<file path="config.mk">
export PLATFORM = sky130hd
export DESIGN_NAME = dcc_top
export DESIGN_NICKNAME = d
export VERILOG_FILES = /design/src/logic/dcc_pkg.sv /design/src/logic/dcc_unit_if.sv /design/src/logic/dcc_top.sv /design/src/logic/dcc_unit.sv
export SDC_FILE = /design/constraint.sdc
export NUM_CORES = 1
export LEC_CHECK = 0
export BUFFER_PORTS_ARGS = -buffer_cell sky130_fd_sc_hd__buf_2
export CORE_MARGIN = 2
export CORE_UTILIZATION = 51
export CTS_CLUSTER_DIAMETER = 200
export DETAILED_ROUTE_END_ITERATION = 10
export HOLD_SLACK_MARGIN = 0.08
export PLACE_DENSITY_LB_ADDON = 0.12
export SYNTH_ARGS = -nofsm -noshare
export SYNTH_HDL_FRONTEND = slang
export SYNTH_SLANG_ARGS = --single-unit
</file>
<file path="constraint.sdc">
create_clock -name CLK -period 1.85 [get_ports CLK]
set_clock_uncertainty 0.2 [all_clocks]
set_input_delay 0.555 -clock CLK [delete_from_list [all_inputs] [get_ports CLK]]
set_output_delay 0.555 -clock CLK [all_outputs]
set_load 0.02 [all_outputs]
</file>
<file path="src/logic/dcc_pkg.sv">
// constants shared by the dual comparator control block
package dcc_pkg;
   // =========================================================
   // sizes
   localparam int ADDR_W    = 4;
   localparam int DATA_W    = 16;
   localparam int NUM_UNITS = 2;
   localparam int CH_W      = 2;

   // =========================================================
   // register offsets
   localparam logic [ADDR_W-1:0] OFS_CTRL1    = 4'h0;
   localparam logic [ADDR_W-1:0] OFS_CTRL2    = 4'h1;
   localparam logic [ADDR_W-1:0] OFS_STAT     = 4'h2;
   localparam logic [ADDR_W-1:0] OFS_IRQ_STAT = 4'h3;
   localparam logic [ADDR_W-1:0] OFS_IRQ_CLR  = 4'h4;
   localparam logic [ADDR_W-1:0] OFS_IRQ_EN   = 4'h5;

   // =========================================================
   // comparator_control fields
   localparam int BIT_ENABLE  = 15;
   localparam int BIT_PIN_OE  = 14;
   localparam int BIT_INVERT  = 13;
   localparam int BIT_LOWPWR  = 12;
   localparam int BIT_EVENT   = 9;
   localparam int BIT_RESULT  = 8;
   localparam int BIT_EDGE_HI = 7;
   localparam int BIT_EDGE_LO = 6;
   localparam int BIT_REFSEL  = 4;
   localparam int BIT_CHAN_HI = 1;
   localparam int BIT_CHAN_LO = 0;
   localparam logic [DATA_W-1:0] CTRL_WR_MASK = 16'hf0d3;
   localparam logic [DATA_W-1:0] CTRL_RD_MASK = 16'hf3d3;
   localparam logic [DATA_W-1:0] CTRL_RESET   = 16'h0000;

   // =========================================================
   // comparator_shared_status fields
   localparam int BIT_IDLE_HALT = 15;
   localparam int BIT_STAT_EVT0 = 8;
   localparam int BIT_STAT_RES0 = 0;

   // =========================================================
   // codes
   localparam logic [1:0] EDGE_ANY  = 2'h3;
   localparam logic [1:0] EDGE_FALL = 2'h2;
   localparam logic [1:0] EDGE_RISE = 2'h1;
   localparam logic [1:0] EDGE_OFF  = 2'h0;
   localparam logic [CH_W-1:0] CH_HALF_BANDGAP = 2'h3;
endpackage

</file>
<file path="src/logic/dcc_unit_if.sv">
// signal bundle between the control registers and one comparator unit
`timescale 1ns/10ps
interface dcc_unit_if;
   logic       enable;
   logic       invert;
   logic [1:0] edge_sel;
   logic       event_clear;
   logic       result;
   logic       event_flag;
   logic       event_set;

   modport ctrl (output enable, invert, edge_sel, event_clear,
                 input  result, event_flag, event_set);
   modport unit (input  enable, invert, edge_sel, event_clear,
                 output result, event_flag, event_set);
endinterface

</file>
<file path="src/logic/dcc_top.sv">
// control and status for a pair of analog comparators
//
// Overview of operation
// There are two independent comparators, each with its own input selection and control register.
// Inputs choose among four external pins, and the non-inverting side may take a reference.
// One reference is half the band gap voltage, the other the reference-ladder voltage.
// With pin output enable set, the unsynchronised result drives the result pin; this design drives it only while the unit is enabled.
// Control upper byte: 15 enable, 14 pin output enable, 13 invert, 12 low power, 9 event, 8 result.
// Control lower byte: 7:6 event edge select, 4 reference select, 1:0 channel; others read zero.
// With invert set the output is inverted before status, pin and event logic.
// The chosen event sets the event flag, and no trigger or interrupt follows until it is cleared.
// Edge code 11 any change, 10 and 01 one direction each after polarity, 00 none.
// Reference select 1 ties the non-inverting input to the ladder, 0 to the unit's A pin.
// With idle halt set and the device idle, comparators run but raise no interrupts.
// Shared status shows event flags in bits 9 and 8 and results in bits 1 and 0.
// Shared status event bits follow the flags at once, clears included.
// The output is passed through a two-stage synchroniser before status and events use it.
// A disabled comparator reads result zero and sets no event flag.
// The interrupt request rises in the same cycle as the event flag, unless idle halts it.
//
// The address map and the strobed register port are this design's own decisions.
`timescale 1ns/10ps
module dcc_top (
   // clock and reset
   input  wire logic        CLK,
   input  wire logic        SYS_RST,
   // register port
   input  wire logic [3:0]  REG_ADDR,
   input  wire logic [15:0] REG_WDATA,
   input  wire logic        REG_WR,
   input  wire logic        REG_RD,
   output logic      [15:0] REG_RDATA,
   // analog side
   input  wire logic [1:0]  CMP_RAW,
   input  wire logic        IDLE_MODE,
   output logic      [1:0]  UNIT_ENABLE,
   output logic      [1:0]  LOW_POWER_SELECT,
   output logic      [1:0]  LADDER_REFERENCE_SELECT,
   output logic      [3:0]  INVERTING_CHANNEL_SELECT,
   output logic      [1:0]  HALF_BANDGAP_SELECT,
   // result pins
   output logic      [1:0]  RESULT_PIN,
   output logic      [1:0]  RESULT_PIN_OE,
   // interrupt
   output logic             IRQ
);
   localparam int NU = dcc_pkg::NUM_UNITS;
   localparam int DW = dcc_pkg::DATA_W;

   typedef struct packed {
      logic [NU-1:0][DW-1:0] ctrl;
      logic                  idle_halt;
      logic [NU-1:0]         irq_status;
      logic [NU-1:0]         irq_enable;
      logic [DW-1:0]         rdata;
   } dcc_top_state_t;

   dcc_top_state_t s_reg;
   dcc_top_state_t s_next;
   logic [NU-1:0]  evt_flag_w;
   logic [NU-1:0]  evt_set_w;
   logic [NU-1:0]  res_w;
   logic [NU-1:0]  irq_clear;
   logic [DW-1:0]  stat_view;
   logic           halt_now;

   // =========================================================
   // decode helpers
   function automatic logic ctrl_hit(input logic [3:0] addr, input int idx);
      ctrl_hit = 1'b0;
      if (idx == 0) begin
         ctrl_hit = addr == dcc_pkg::OFS_CTRL1;
      end else if (idx == 1) begin
         ctrl_hit = addr == dcc_pkg::OFS_CTRL2;
      end
   endfunction

   function automatic logic [15:0] ctrl_view(input logic [15:0] stored,
                                              input logic evt,
                                              input logic res);
      logic [15:0] v;
      v                      = stored & dcc_pkg::CTRL_WR_MASK;
      v[dcc_pkg::BIT_EVENT]  = evt;
      v[dcc_pkg::BIT_RESULT] = res;
      ctrl_view              = v;
   endfunction

   // =========================================================
   // comparator units
   generate
      for (genvar g = 0; g < NU; g++) begin : g_unit
         dcc_unit_if uif ();

         assign uif.enable      = s_reg.ctrl[g][dcc_pkg::BIT_ENABLE];
         assign uif.invert      = s_reg.ctrl[g][dcc_pkg::BIT_INVERT];
         assign uif.edge_sel    =
            s_reg.ctrl[g][dcc_pkg::BIT_EDGE_HI:dcc_pkg::BIT_EDGE_LO];
         // writing zero to the event bit clears it, writing one keeps it
         assign uif.event_clear = REG_WR && ctrl_hit(REG_ADDR, g)
                                  && !REG_WDATA[dcc_pkg::BIT_EVENT];
         assign evt_flag_w[g]   = uif.event_flag;
         assign evt_set_w[g]    = uif.event_set;
         assign res_w[g]        = uif.result;

         dcc_unit u_unit (
            .clk     (CLK),
            .sys_rst (SYS_RST),
            .raw_in  (CMP_RAW[g]),
            .u       (uif)
         );

         // analog switch controls
         assign UNIT_ENABLE[g]      = s_reg.ctrl[g][dcc_pkg::BIT_ENABLE];
         assign LOW_POWER_SELECT[g] = s_reg.ctrl[g][dcc_pkg::BIT_LOWPWR];
         assign LADDER_REFERENCE_SELECT[g] =
            s_reg.ctrl[g][dcc_pkg::BIT_REFSEL];
         assign INVERTING_CHANNEL_SELECT[2*g+1:2*g] =
            s_reg.ctrl[g][dcc_pkg::BIT_CHAN_HI:dcc_pkg::BIT_CHAN_LO];
         assign HALF_BANDGAP_SELECT[g] =
            s_reg.ctrl[g][dcc_pkg::BIT_CHAN_HI:dcc_pkg::BIT_CHAN_LO]
            == dcc_pkg::CH_HALF_BANDGAP;

         // pin path skips the synchroniser so it follows the analog edge
         assign RESULT_PIN[g]    = (CMP_RAW[g] ^ s_reg.ctrl[g][dcc_pkg::BIT_INVERT])
                                   & s_reg.ctrl[g][dcc_pkg::BIT_ENABLE];
         assign RESULT_PIN_OE[g] = s_reg.ctrl[g][dcc_pkg::BIT_PIN_OE]
                                   & s_reg.ctrl[g][dcc_pkg::BIT_ENABLE];
      end
   endgenerate

   // =========================================================
   // shared status view
   always_comb begin
      stat_view = '0;
      stat_view[dcc_pkg::BIT_IDLE_HALT] = s_reg.idle_halt;
      for (int i = 0; i < NU; i++) begin
         stat_view[dcc_pkg::BIT_STAT_EVT0 + i] = evt_flag_w[i];
         stat_view[dcc_pkg::BIT_STAT_RES0 + i] = res_w[i];
      end
   end

   // =========================================================
   // register file and interrupt state
   always_comb begin
      s_next       = s_reg;
      s_next.rdata = '0;
      irq_clear    = '0;
      halt_now     = s_reg.idle_halt && IDLE_MODE;

      // writes
      for (int i = 0; i < NU; i++) begin
         if (REG_WR && ctrl_hit(REG_ADDR, i)) begin
            s_next.ctrl[i] = REG_WDATA & dcc_pkg::CTRL_WR_MASK;
         end
      end
      if (REG_WR) begin
         if (REG_ADDR == dcc_pkg::OFS_STAT) begin
            s_next.idle_halt = REG_WDATA[dcc_pkg::BIT_IDLE_HALT];
         end else if (REG_ADDR == dcc_pkg::OFS_IRQ_CLR) begin
            irq_clear = REG_WDATA[NU-1:0];
         end else if (REG_ADDR == dcc_pkg::OFS_IRQ_EN) begin
            s_next.irq_enable = REG_WDATA[NU-1:0];
         end
      end

      // sticky interrupt bits; a new event wins over a clear
      for (int i = 0; i < NU; i++) begin
         if (evt_set_w[i] && !halt_now) begin
            s_next.irq_status[i] = 1'b1;
         end else if (irq_clear[i]) begin
            s_next.irq_status[i] = 1'b0;
         end
      end

      // reads; data valid in the following cycle only
      if (REG_RD) begin
         if (ctrl_hit(REG_ADDR, 0)) begin
            s_next.rdata = ctrl_view(s_reg.ctrl[0], evt_flag_w[0], res_w[0]);
         end else if (ctrl_hit(REG_ADDR, 1)) begin
            s_next.rdata = ctrl_view(s_reg.ctrl[1], evt_flag_w[1], res_w[1]);
         end else if (REG_ADDR == dcc_pkg::OFS_STAT) begin
            s_next.rdata = stat_view;
         end else if (REG_ADDR == dcc_pkg::OFS_IRQ_STAT) begin
            s_next.rdata = DW'(s_reg.irq_status);
         end else if (REG_ADDR == dcc_pkg::OFS_IRQ_EN) begin
            s_next.rdata = DW'(s_reg.irq_enable);
         end else begin
            s_next.rdata = '0;
         end
      end
   end

   always_ff @(posedge CLK) begin
      if (SYS_RST) begin
         s_reg.ctrl       <= {NU{dcc_pkg::CTRL_RESET}};
         s_reg.idle_halt  <= 1'b0;
         s_reg.irq_status <= '0;
         s_reg.irq_enable <= '0;
         s_reg.rdata      <= '0;
      end else begin
         s_reg <= s_next;
      end
   end

   assign REG_RDATA = s_reg.rdata;
   assign IRQ       = |(s_reg.irq_status & s_reg.irq_enable);
endmodule

</file>
<file path="src/logic/dcc_unit.sv">
// one comparator unit: synchroniser, polarity, edge events, event flag
`timescale 1ns/10ps
module dcc_unit (
   // clock and reset
   input  wire logic clk,
   input  wire logic sys_rst,
   // raw analog comparator decision, asynchronous
   input  wire logic raw_in,
   // control and status
   dcc_unit_if.unit  u
);
   typedef struct packed {
      logic sync1;
      logic sync2;
      logic prev;
      logic result;
      logic event_flag;
   } dcc_unit_state_t;

   dcc_unit_state_t s_reg;
   dcc_unit_state_t s_next;
   logic            adj;
   logic            fire;

   // =========================================================
   // edge decode on the polarity-adjusted output
   function automatic logic edge_hit(input logic [1:0] sel, input logic was,
                                     input logic now);
      edge_hit = 1'b0;
      if (sel == dcc_pkg::EDGE_ANY) begin
         edge_hit = was != now;
      end else if (sel == dcc_pkg::EDGE_FALL) begin
         edge_hit = was && !now;
      end else if (sel == dcc_pkg::EDGE_RISE) begin
         edge_hit = !was && now;
      end
   endfunction

   // =========================================================
   // next state
   always_comb begin
      s_next        = s_reg;
      s_next.sync1  = raw_in;
      s_next.sync2  = s_reg.sync1;
      adj           = s_reg.sync2 ^ u.invert;
      // disabled units track the level so re-enabling fires nothing stale
      fire          = u.enable && !s_reg.event_flag
                      && edge_hit(u.edge_sel, s_reg.prev, adj);
      s_next.prev   = adj;
      s_next.result = u.enable & adj;
      if (fire) begin
         s_next.event_flag = 1'b1;
      end else if (u.event_clear) begin
         s_next.event_flag = 1'b0;
      end
   end

   always_ff @(posedge clk) begin
      if (sys_rst) begin
         s_reg <= '0;
      end else begin
         s_reg <= s_next;
      end
   end

   assign u.result     = s_reg.result;
   assign u.event_flag = s_reg.event_flag;
   assign u.event_set  = fire;
endmodule

</file>
==> results of run 1 <==
-- kinds of logic (layout without fill, tap and decap cells) --
family	Yosys count	count (layout)	share of synthesized area, %
AO/OA/AOI/OAI	24	24	7.72
other	1	5	0.179
buffers and inverters	40	75	13.1
XOR/XNOR	4	4	1.67
adder cells (fa/ha/maj)	4	4	2.39
flip-flops	44	44	42.1
multiplexers	27	27	12.9
AND/OR/NAND/NOR	79	79	19.9
-- cell type report --
class	instances	share of cell area, %
inverters	7	1.09
clock inverters	2	0.519
repair buffers	61	15.5
clock buffers	5	2.86
well taps	50	2.60
multi-input cells	143	40.6
flip-flops and latches	44	36.9
-- cells in the mapped netlist (2+ instances only) --
cell	n
xnor2_1	2
dfxtp_1	44
o21ai_1	3
a21oi_1	6
xor2_1	2
buf_4	26
nor2_1	35
mux2i_1	27
inv_1	6
nand2_1	8
and2_1	10
nand4_1	2
nand3_1	5
nor2b_1	11
o21ai_0	4
o221ai_1	2
ha_1	4
nand3b_1	3
buf_6	3
buf_2	3
-- through the flow --
| stage | power (mW) | setup TNS (ps) | worst slack, ps | instances | hold WS (ps) |
|---|---|---|---|---|---|
| 3_5_place_dp | 1.14 | 0 | 3.18 | 302 | 229 |
| 2_1_floorplan | 1.09 | 0 | 190 | 227 | 214 |
| 6_report | 1.69 | -43.8 | -43.8 | 312 | 239 |
| 4_1_cts | 1.71 | -60.4 | -60.4 | 312 | 245 |
| 5_1_grt | 1.77 | -174 | -98.0 | 312 | 268 |
| 3_3_place_gp | 1.13 | 0 | 6.23 | 302 | 221 |
-- how the worst max path moves through the flow --
stage,startpoint,end,slack [ps],cells past startpoint
floorplan,CMP_RAW[1],RESULT_PIN[1],190,2
global placement,CMP_RAW[1],RESULT_PIN[1],6,4
detailed placement,CMP_RAW[0],RESULT_PIN[0],3,4
CTS,g_unit[0].uif.invert,RESULT_PIN[0],-60,4
global route,g_unit[0].uif.invert,RESULT_PIN[0],-100,4
finish,g_unit[0].uif.invert,RESULT_PIN[0],-40,4
-- power groups by stage --
stage	clock [mW]	combinational, mW	sequential (mW)
floorplan	0	0.0999	0.987
global placement	0	0.146	0.989
detailed placement	0	0.146	0.989
CTS	0.591	0.150	0.966
global route	0.632	0.169	0.968
finish	0.572	0.153	0.966
-- routing by layer --
| metal | wire [µm] | GRT usage [%] | part of all wire [%] |
|---|---|---|---|
| met1 | 1790 | 22.9 | 45 |
| met2 | 1900 | 31.8 | 48 |
| met3 | 204 | 5.43 | 5.2 |
| met4 | 58 | 6.75 | 1.5 |
| met5 | 0 | 0 | 0 |
-- worst register-to-register path, delay by kind of cell (launching register included) --
kind            cells  cell delay (ps)
simple gates        1              140
compound gates      2              390
buf+inv             2              210
flops               1              330
xor+xnor            1              180
fa+ha+maj           1              300
-- timing repair --
| item | in CTS | in global routing |
|---|---|---|
| endpoints found under the setup margin | 4 | 4 |
| setup buffers | 3 | 0 |
| gates resized for setup | 11 | 3 |
| pin swaps | 2 | 0 |
| gates cloned | 0 | 0 |
==> reports/results.ini, run 1 <==
[run_status]
status = finished, violations left
violations = negative setup slack

[cts]
htree_levels = 2
path_clk_slew_ps = 80
cts_tree = built
insertion_delay_ps = 290
hold_buffers = 0
cts_max_path_buffers = 2
cts_root_buf = clkbuf_8
cts_sinks = 44
numCtsBuffers = 5

[layout]
largest_reg_flops = 11
fin_util_pct = 60.6
multi_input_area_um2 = 977
fillCellCount = 373
final_common_cell = buf_2
fin_nets = 293
drive_above_1_share_pct = 30.2
regArea_um2 = 888
stdcell_area_um2 = 2410
final_cell_mix = 45 x buf_2, 40 x dfxtp_1, 35 x nor2_1
syn2layout_area_growth_pct = 15.1
num_antenna_cells = 0

[yosys]
synth_seq_area_share_pct = 42.1
synth-edff-count = 0
synth.top_cell.area_share_pct = 42.1
yosys-top-cells-area = dfxtp_1 42%, mux2i_1 13%, buf_4 9.3%, nor2_1 6.3%, nor2b_1 3.3%
ys_types = 37
ys.flop_type = dfxtp_1
async_flop_share_pct = 0
synth_seq_cells = 44
syn_area_um2 = 2090
ys_warn_count = 0
yosysTopAreaCell = dfxtp_1
syn_area_per_cell_um2 = 9.38
syn_inst = 223

[setup_path]
crit_top_cell = buf_6
required_ps = 1090
crit_chain = buf_6 -> xor2_1 -> and2_1 -> buf_6
critPathTopFamily = flip-flops
cp_max_fo = 2
cp_slowest_stage_delay_ps = 330
r2r_start = g_unit[0].uif.invert
ff2ff_path_depth = 7
critPathLaunchType = register
crit_slowest_cell = dfxtp_2
cp.arrival_ps = 1140
r2r_setup_slack_ps = 60
crit_buf_inv = 2
r2r_end = s_reg[18]
path_class = register to output pin
worstSetupEndpointType = output pin

[power_and_ir_drop]
power_density_nw_per_um2 = 702
ir_drop_mv = 0.599
p_clk_share_pct = 33.8
combPwrFrac_pct = 9.0
p_switching_mw = 0.412
intPower_mw = 1.28
p_leak_nw = 1.18
swShare_pct = 24.4
power_frac_seq_pct = 57.1

[drt]
drtIter0Drc = 84
wl_per_cell_um = 12.7
ant_nets = 0
vias = 1552
drt-total-wl_um = 3960
vias_per_cell = 4.97
dr.pass1.iters = 4
drcViolationCount = 0

[timing]
rsz0062_at_grt = yes
fin_ws_ps = -43.8
hold_viol = 0
finalSetupViolations = 1
slew_viol_final = 0
final.period_utilization_pct = 102
min_period_ps = 1890
max_freq_mhz = 528

[min_path]
hp-class = register to register
hp-start = g_unit[0].u_unit.s_next[3]
hold_end = g_unit[0].u_unit.s_reg[3]
hold-path-cell-count = 1

[global_route]
antenna_found_initial = 0
grt_pass1_vias = 1328
grt.total_usage_pct = 18.9
grt_max_degree = 34
grt.overflow.total = 0
grt_first_pass_wirelength_um = 6280

[die]
num_io_pins = 60
placementRows = 23
die_y_um = 68.0
dieArea_um2 = 4630
die_x_um = 68.0
start_util_pct = 52.7
core_area_um2 = 3970

[flow_run]
drv_cap = 0

[placement]
port_buffers = 48
gp_congestion = 0.804
hpwlAfterDp_um = 2910
placed_area_um2 = 2250

Power figures use the tool's default switching activity.
==> inputs of run 2 (changes only) <==
- CORE_MARGIN: 2 -> not set
- RECOVER_POWER: not set -> 25
==> reports/results.ini, run 2 (synthesized netlist as in run 1, its figures left out) <==
[die]
start_util_pct = 55.1
num_io_pins = 60
core_area_um2 = 3800
die_x_um = 66.0
placementRows = 22
dieArea_um2 = 4360
die_y_um = 66.0

[setup_path]
crit_chain = buf_6 -> xor2_1 -> and2_1 -> buf_6
path_class = register to output pin
path_depth = 4
critPathTopFamily = flip-flops
crit_slowest_cell = dfxtp_2
worstSetupEndpointType = output pin
ff2ff_path_depth = 7
critPathLaunchType = register
crit_buf_inv = 2
cp_slowest_stage_delay_ps = 330
required_ps = 1090
cp.arrival_ps = 1160
cp_max_fo = 2
crit_top_cell = buf_6

[placement]
port_buffers = 48
gp_congestion = 0.788
hpwlAfterDp_um = 2820

[drt]
wl_per_cell_um = 13.3
drtIter0Drc = 139
ant_nets = 0
dr.pass1.iters = 4
vias = 1581
vias_per_cell = 5.04
drt-total-wl_um = 4170
drcViolationCount = 0

[flow_run]
drv_cap = 0

[power_and_ir_drop]
ir_drop_mv = 0.429
power_density_nw_per_um2 = 754
p_leak_nw = 1.19
finalPower_mw = 1.83

[layout]
final_cell_mix = 44 x buf_2, 40 x dfxtp_1, 36 x nor2_1
final_common_cell = buf_2
drive_above_1_share_pct = 30.1
fillCellCount = 350
num_antenna_cells = 0
multi_input_area_um2 = 976
syn2layout_area_growth_pct = 16.0
fin_nets = 296
largest_reg_flops = 11
regArea_um2 = 886

[global_route]
grt_first_pass_wirelength_um = 6530
grt_max_degree = 34
antenna_found_initial = 0
grt.overflow.total = 0
grt.total_usage_pct = 20.2
grt_pass1_vias = 1404

[run_status]
violations = negative setup slack
status = finished, violations left

[cts]
path_clk_slew_ps = 80
cts_tree = built
insertion_delay_ps = 290
numCtsBuffers = 5
cts_sinks = 44
cts_root_buf = clkbuf_8
cts_max_path_buffers = 2
htree_levels = 2

[timing]
hold_viol = 0
slew_viol_final = 0
final.period_utilization_pct = 104
min_period_ps = 1920
hold_ws_ps = 243
slew_headroom_pct = 54.0
rsz0062_at_grt = yes
max_freq_mhz = 521
tightest_slew_ps = 690
finalSetupViolations = 2
fin_ws_ps = -68.1

[min_path]
hp-class = register to register
hold-path-cell-count = 1

run 2: power by group:
part           leakage [nW]  switching [mW]  internal, mW
clock network        0.0552           0.311         0.401
logic                 0.778          0.0877        0.0622
registers             0.358         0.00940         0.959
total                  1.19           0.408          1.42
run 2: per-layer routing:
layer  vias to the layer above  track usage, %  share of wire (%)
li1                        797               -                  -
met1                       733            24.7                 44
met2                        49            34.8                 50
met3                         2            4.14                5.0
met4                         0            7.18               0.53
met5                         -               0                  0
run 2: final timing paths:
kind / slack [ps] / startpoint / endpoint
max reg2reg: 60 / g_unit[1].uif.invert / s_reg[19]
min: 240 / g_unit[0].u_unit.s_next[3] / g_unit[0].u_unit.s_reg[3]
max: -70 / g_unit[0].uif.invert / RESULT_PIN[0]
min reg2reg: 240 / g_unit[0].u_unit.s_next[3] / g_unit[0].u_unit.s_reg[3]
run 2: repair_timing:
item	in CTS	in global routing
hold buffers	0	0
buffers inserted	4	0
gates resized for setup	10	6
pin swaps	2	4
endpoints found under the setup margin	3	6
run 2: worst register-to-register path: cells and delay by family, from the launching register on:
family                     cells  cell delay, ps
buffers and inverters          2             200
DFF                            1             330
xor gates and xnor gates       1             170
adders and majority gates      1             300
AOI/OAI and AO/OA              3             500
run 2: metrics by stage:
| step | setup slack, ps | utilization, % | cells | TNS, ps | area, µm² |
|---|---|---|---|---|---|
| floorplan | 190 | - | 227 | 0 | 2110 |
| global placement | 15.0 | 59.2 | 302 | 0 | 2250 |
| detailed placement | 11.4 | 59.2 | 302 | 0 | 2250 |
| CTS | -46.6 | 63.7 | 314 | -117 | 2420 |
| global route | -135 | 63.9 | 314 | -888 | 2430 |
| finish | -68.1 | 63.9 | 314 | -101 | 2430 |
run 2: final cells by class:
cell class | count | share of cell area (%)
Clock inverter | 2 | 1.44
Inverter | 7 | 1.08
Tap cell | 48 | 2.47
Timing Repair Buffer | 64 | 15.3
Clock buffer | 6 | 2.99
Multi-Input combinational cell | 143 | 40.2
Sequential cell | 44 | 36.5
==> inputs of run 3 (changes only) <==
- ABC_AREA: not set -> 1
- CORE_UTILIZATION: 51 -> 52
==> reports/results.ini, run 3 <==
[layout]
largest_reg_flops = 11
final_cell_mix = 48 x nand2_1, 45 x buf_2, 40 x dfxtp_1
fillCellCount = 361
syn2layout_area_growth_pct = 15.3
drive_above_1_share_pct = 26.0
stdcell_area_um2 = 2470
fin_nets = 357
fin_util_pct = 65.2
num_antenna_cells = 0
final_common_cell = nand2_1

[die]
num_io_pins = 60
dieArea_um2 = 4390
core_area_um2 = 3800
die_x_um = 66.2
placementRows = 22
start_util_pct = 56.5
die_y_um = 66.2

[setup_path]
cp.arrival_ps = 1080
path_class = register to output pin
required_ps = 1090
cp_max_fo = 2
r2r_setup_slack_ps = 100
crit_chain = buf_6 -> xnor2_1 -> nor2_1 -> buf_4
critPathLaunchType = register
cp_slowest_stage_delay_ps = 330
crit_slowest_cell = dfxtp_2
worstSetupEndpointType = output pin

[placement]
hpwlAfterDp_um = 3490
port_buffers = 48
dp_worst_setup_slack_ps = 11.1
placed_area_um2 = 2330
gp_congestion = 0.879

[yosys]
syn_area_per_cell_um2 = 7.58
yosys-top-cells-area = dfxtp_1 41%, buf_4 9.1%, nand2_1 8.4%, a21oi_1 7.9%, nand3_1 6.3%
async_flop_share_pct = 0
synth_seq_area_share_pct = 41.0
ys_warn_count = 0
yosysTopAreaCell = dfxtp_1
syn_area_um2 = 2150
synth-edff-count = 0
synth_seq_cells = 44
yosysMostFrequentCell = nand2_1
ys_types = 32
synthTopCellsByCount = 48 x nand2_1, 44 x dfxtp_1, 34 x a21oi_1
synth.top_cell.area_share_pct = 41.0
ys.flop_type = dfxtp_1
syn_inst = 283

[global_route]
antenna_found_initial = 0
grt_pass1_vias = 1690
grt.total_usage_pct = 23.4
grt.overflow.total = 0
grt_max_degree = 19
grt_first_pass_wirelength_um = 7710

[timing]
slew_viol_final = 0
final.period_utilization_pct = 99.2
rsz0062_at_grt = yes
fin_ws_ps = 15.6
max_freq_mhz = 545
slew_headroom_pct = 59.4
finalSetupViolations = 0
min_period_ps = 1830
hold_viol = 0
tightest_slew_ps = 610

[drt]
drcViolationCount = 0
dr.pass1.iters = 4
ant_nets = 0
vias = 1880
vias_per_cell = 5.01
drtIter0Drc = 115
drt-total-wl_um = 4730
wl_per_cell_um = 12.6

[cts]
htree_levels = 2
path_clk_slew_ps = 80
cts_sinks = 44
numCtsBuffers = 5
insertion_delay_ps = 290
cts_root_buf = clkbuf_8
cts_max_path_buffers = 2
cts_tree = built

[min_path]
hp-class = register to register

[power_and_ir_drop]
p_clk_share_pct = 38.6
swShare_pct = 23.8
power_density_nw_per_um2 = 756
p_leak_nw = 1.12
combPwrFrac_pct = 9.4
p_switching_mw = 0.446
ir_drop_mv = 0.666
power_frac_seq_pct = 51.9
intPower_mw = 1.42

[run_status]
status = complete, no violations

[flow_run]
drv_cap = 0

[run 3: changes by cell type after synthesis, moves of 4 or more]
cell     delta
mux2i_1    -27
nand4_1     +4
a21oi_1    +28
inv_1      +26
nand3_1    +22
nor2b_1    -11
nand2_1    +40
and2_1     -10
nor2_1     -18
o21ai_0     +9
[run 3: cell type report]
cell class	count	area [µm²]	area share (%)
clock inverters	2	35.0	1.42
inverters	35	131	5.31
flip-flops and latches	44	888	35.9
repair buffers	66	388	15.7
well taps	48	60.1	2.43
multi-input cells	174	900	36.3
clock buffers	6	72.6	2.93
[run 3: what timing repair did]
item / CTS / global route
resized for setup: 8 / 2
buffers inserted: 2 / 1
setup endpoints to repair: 2 / 3
pin swaps: 1 / 1
hold buffers: 0 / 0
[run 3: stage by stage]
| stage | cells | hold slack [ps] | setup TNS [ps] | power (mW) |
|---|---|---|---|---|
| 6_report | 375 | 213 | 0 | 1.87 |
| 5_1_grt | 375 | 232 | -110 | 1.95 |
| 4_1_cts | 374 | 217 | -10.5 | 1.88 |
| 3_5_place_dp | 364 | 199 | 0 | 1.17 |
| 3_3_place_gp | 364 | 189 | 0 | 1.17 |
| 2_1_floorplan | 287 | 188 | 0 | 1.11 |
[run 3: final timing paths]
path              cells after the start                        from                   endpoint
hold / removal                        2  g_unit[1].u_unit.s_next[3]  g_unit[1].u_unit.s_reg[3]
setup reg to reg                      9        g_unit[0].uif.invert                  s_reg[18]
hold reg to reg                       2  g_unit[1].u_unit.s_next[3]  g_unit[1].u_unit.s_reg[3]
setup / recovery                      4        g_unit[0].uif.invert              RESULT_PIN[0]
[run 3: cell families after synthesis]
kind of cell,after synthesis,share of synthesized area [%]
DFF,44,41.0
AOI/OAI and AO/OA,53,13.1
other,1,0.175
buffers and inverters,69,18.3
and+or+nand+nor,109,23.8
xor gates and xnor gates,3,1.22
adders and majority gates,4,2.33
[run 3: power by group through the flow]
stage	sequential [mW]	clock [mW]	combinational, mW
5_1_grt	0.973	0.778	0.196
2_1_floorplan	0.991	0	0.118
3_3_place_gp	0.994	0	0.175
4_1_cts	0.972	0.732	0.179
6_report	0.971	0.722	0.177
3_5_place_dp	0.994	0	0.177
[run 3: critical path, delay by kind of cell (launching register included)]
| family | cells | cell delay [ps] |
|---|---|---|
| XOR/XNOR | 1 | 110 |
| buffers and inverters | 2 | 260 |
| flip-flops | 1 | 330 |
| AND/OR/NAND/NOR | 1 | 90 |
[run 3: layer usage]
metal / GRT usage, % / wire (µm) / up-vias
li1: - / - / 972
met1: 29.8 / 2110 / 843
met2: 40.3 / 2290 / 61
met3: 4.14 / 290 / 4
met4: 6.12 / 29 / 0
met5: 0 / 0 / -
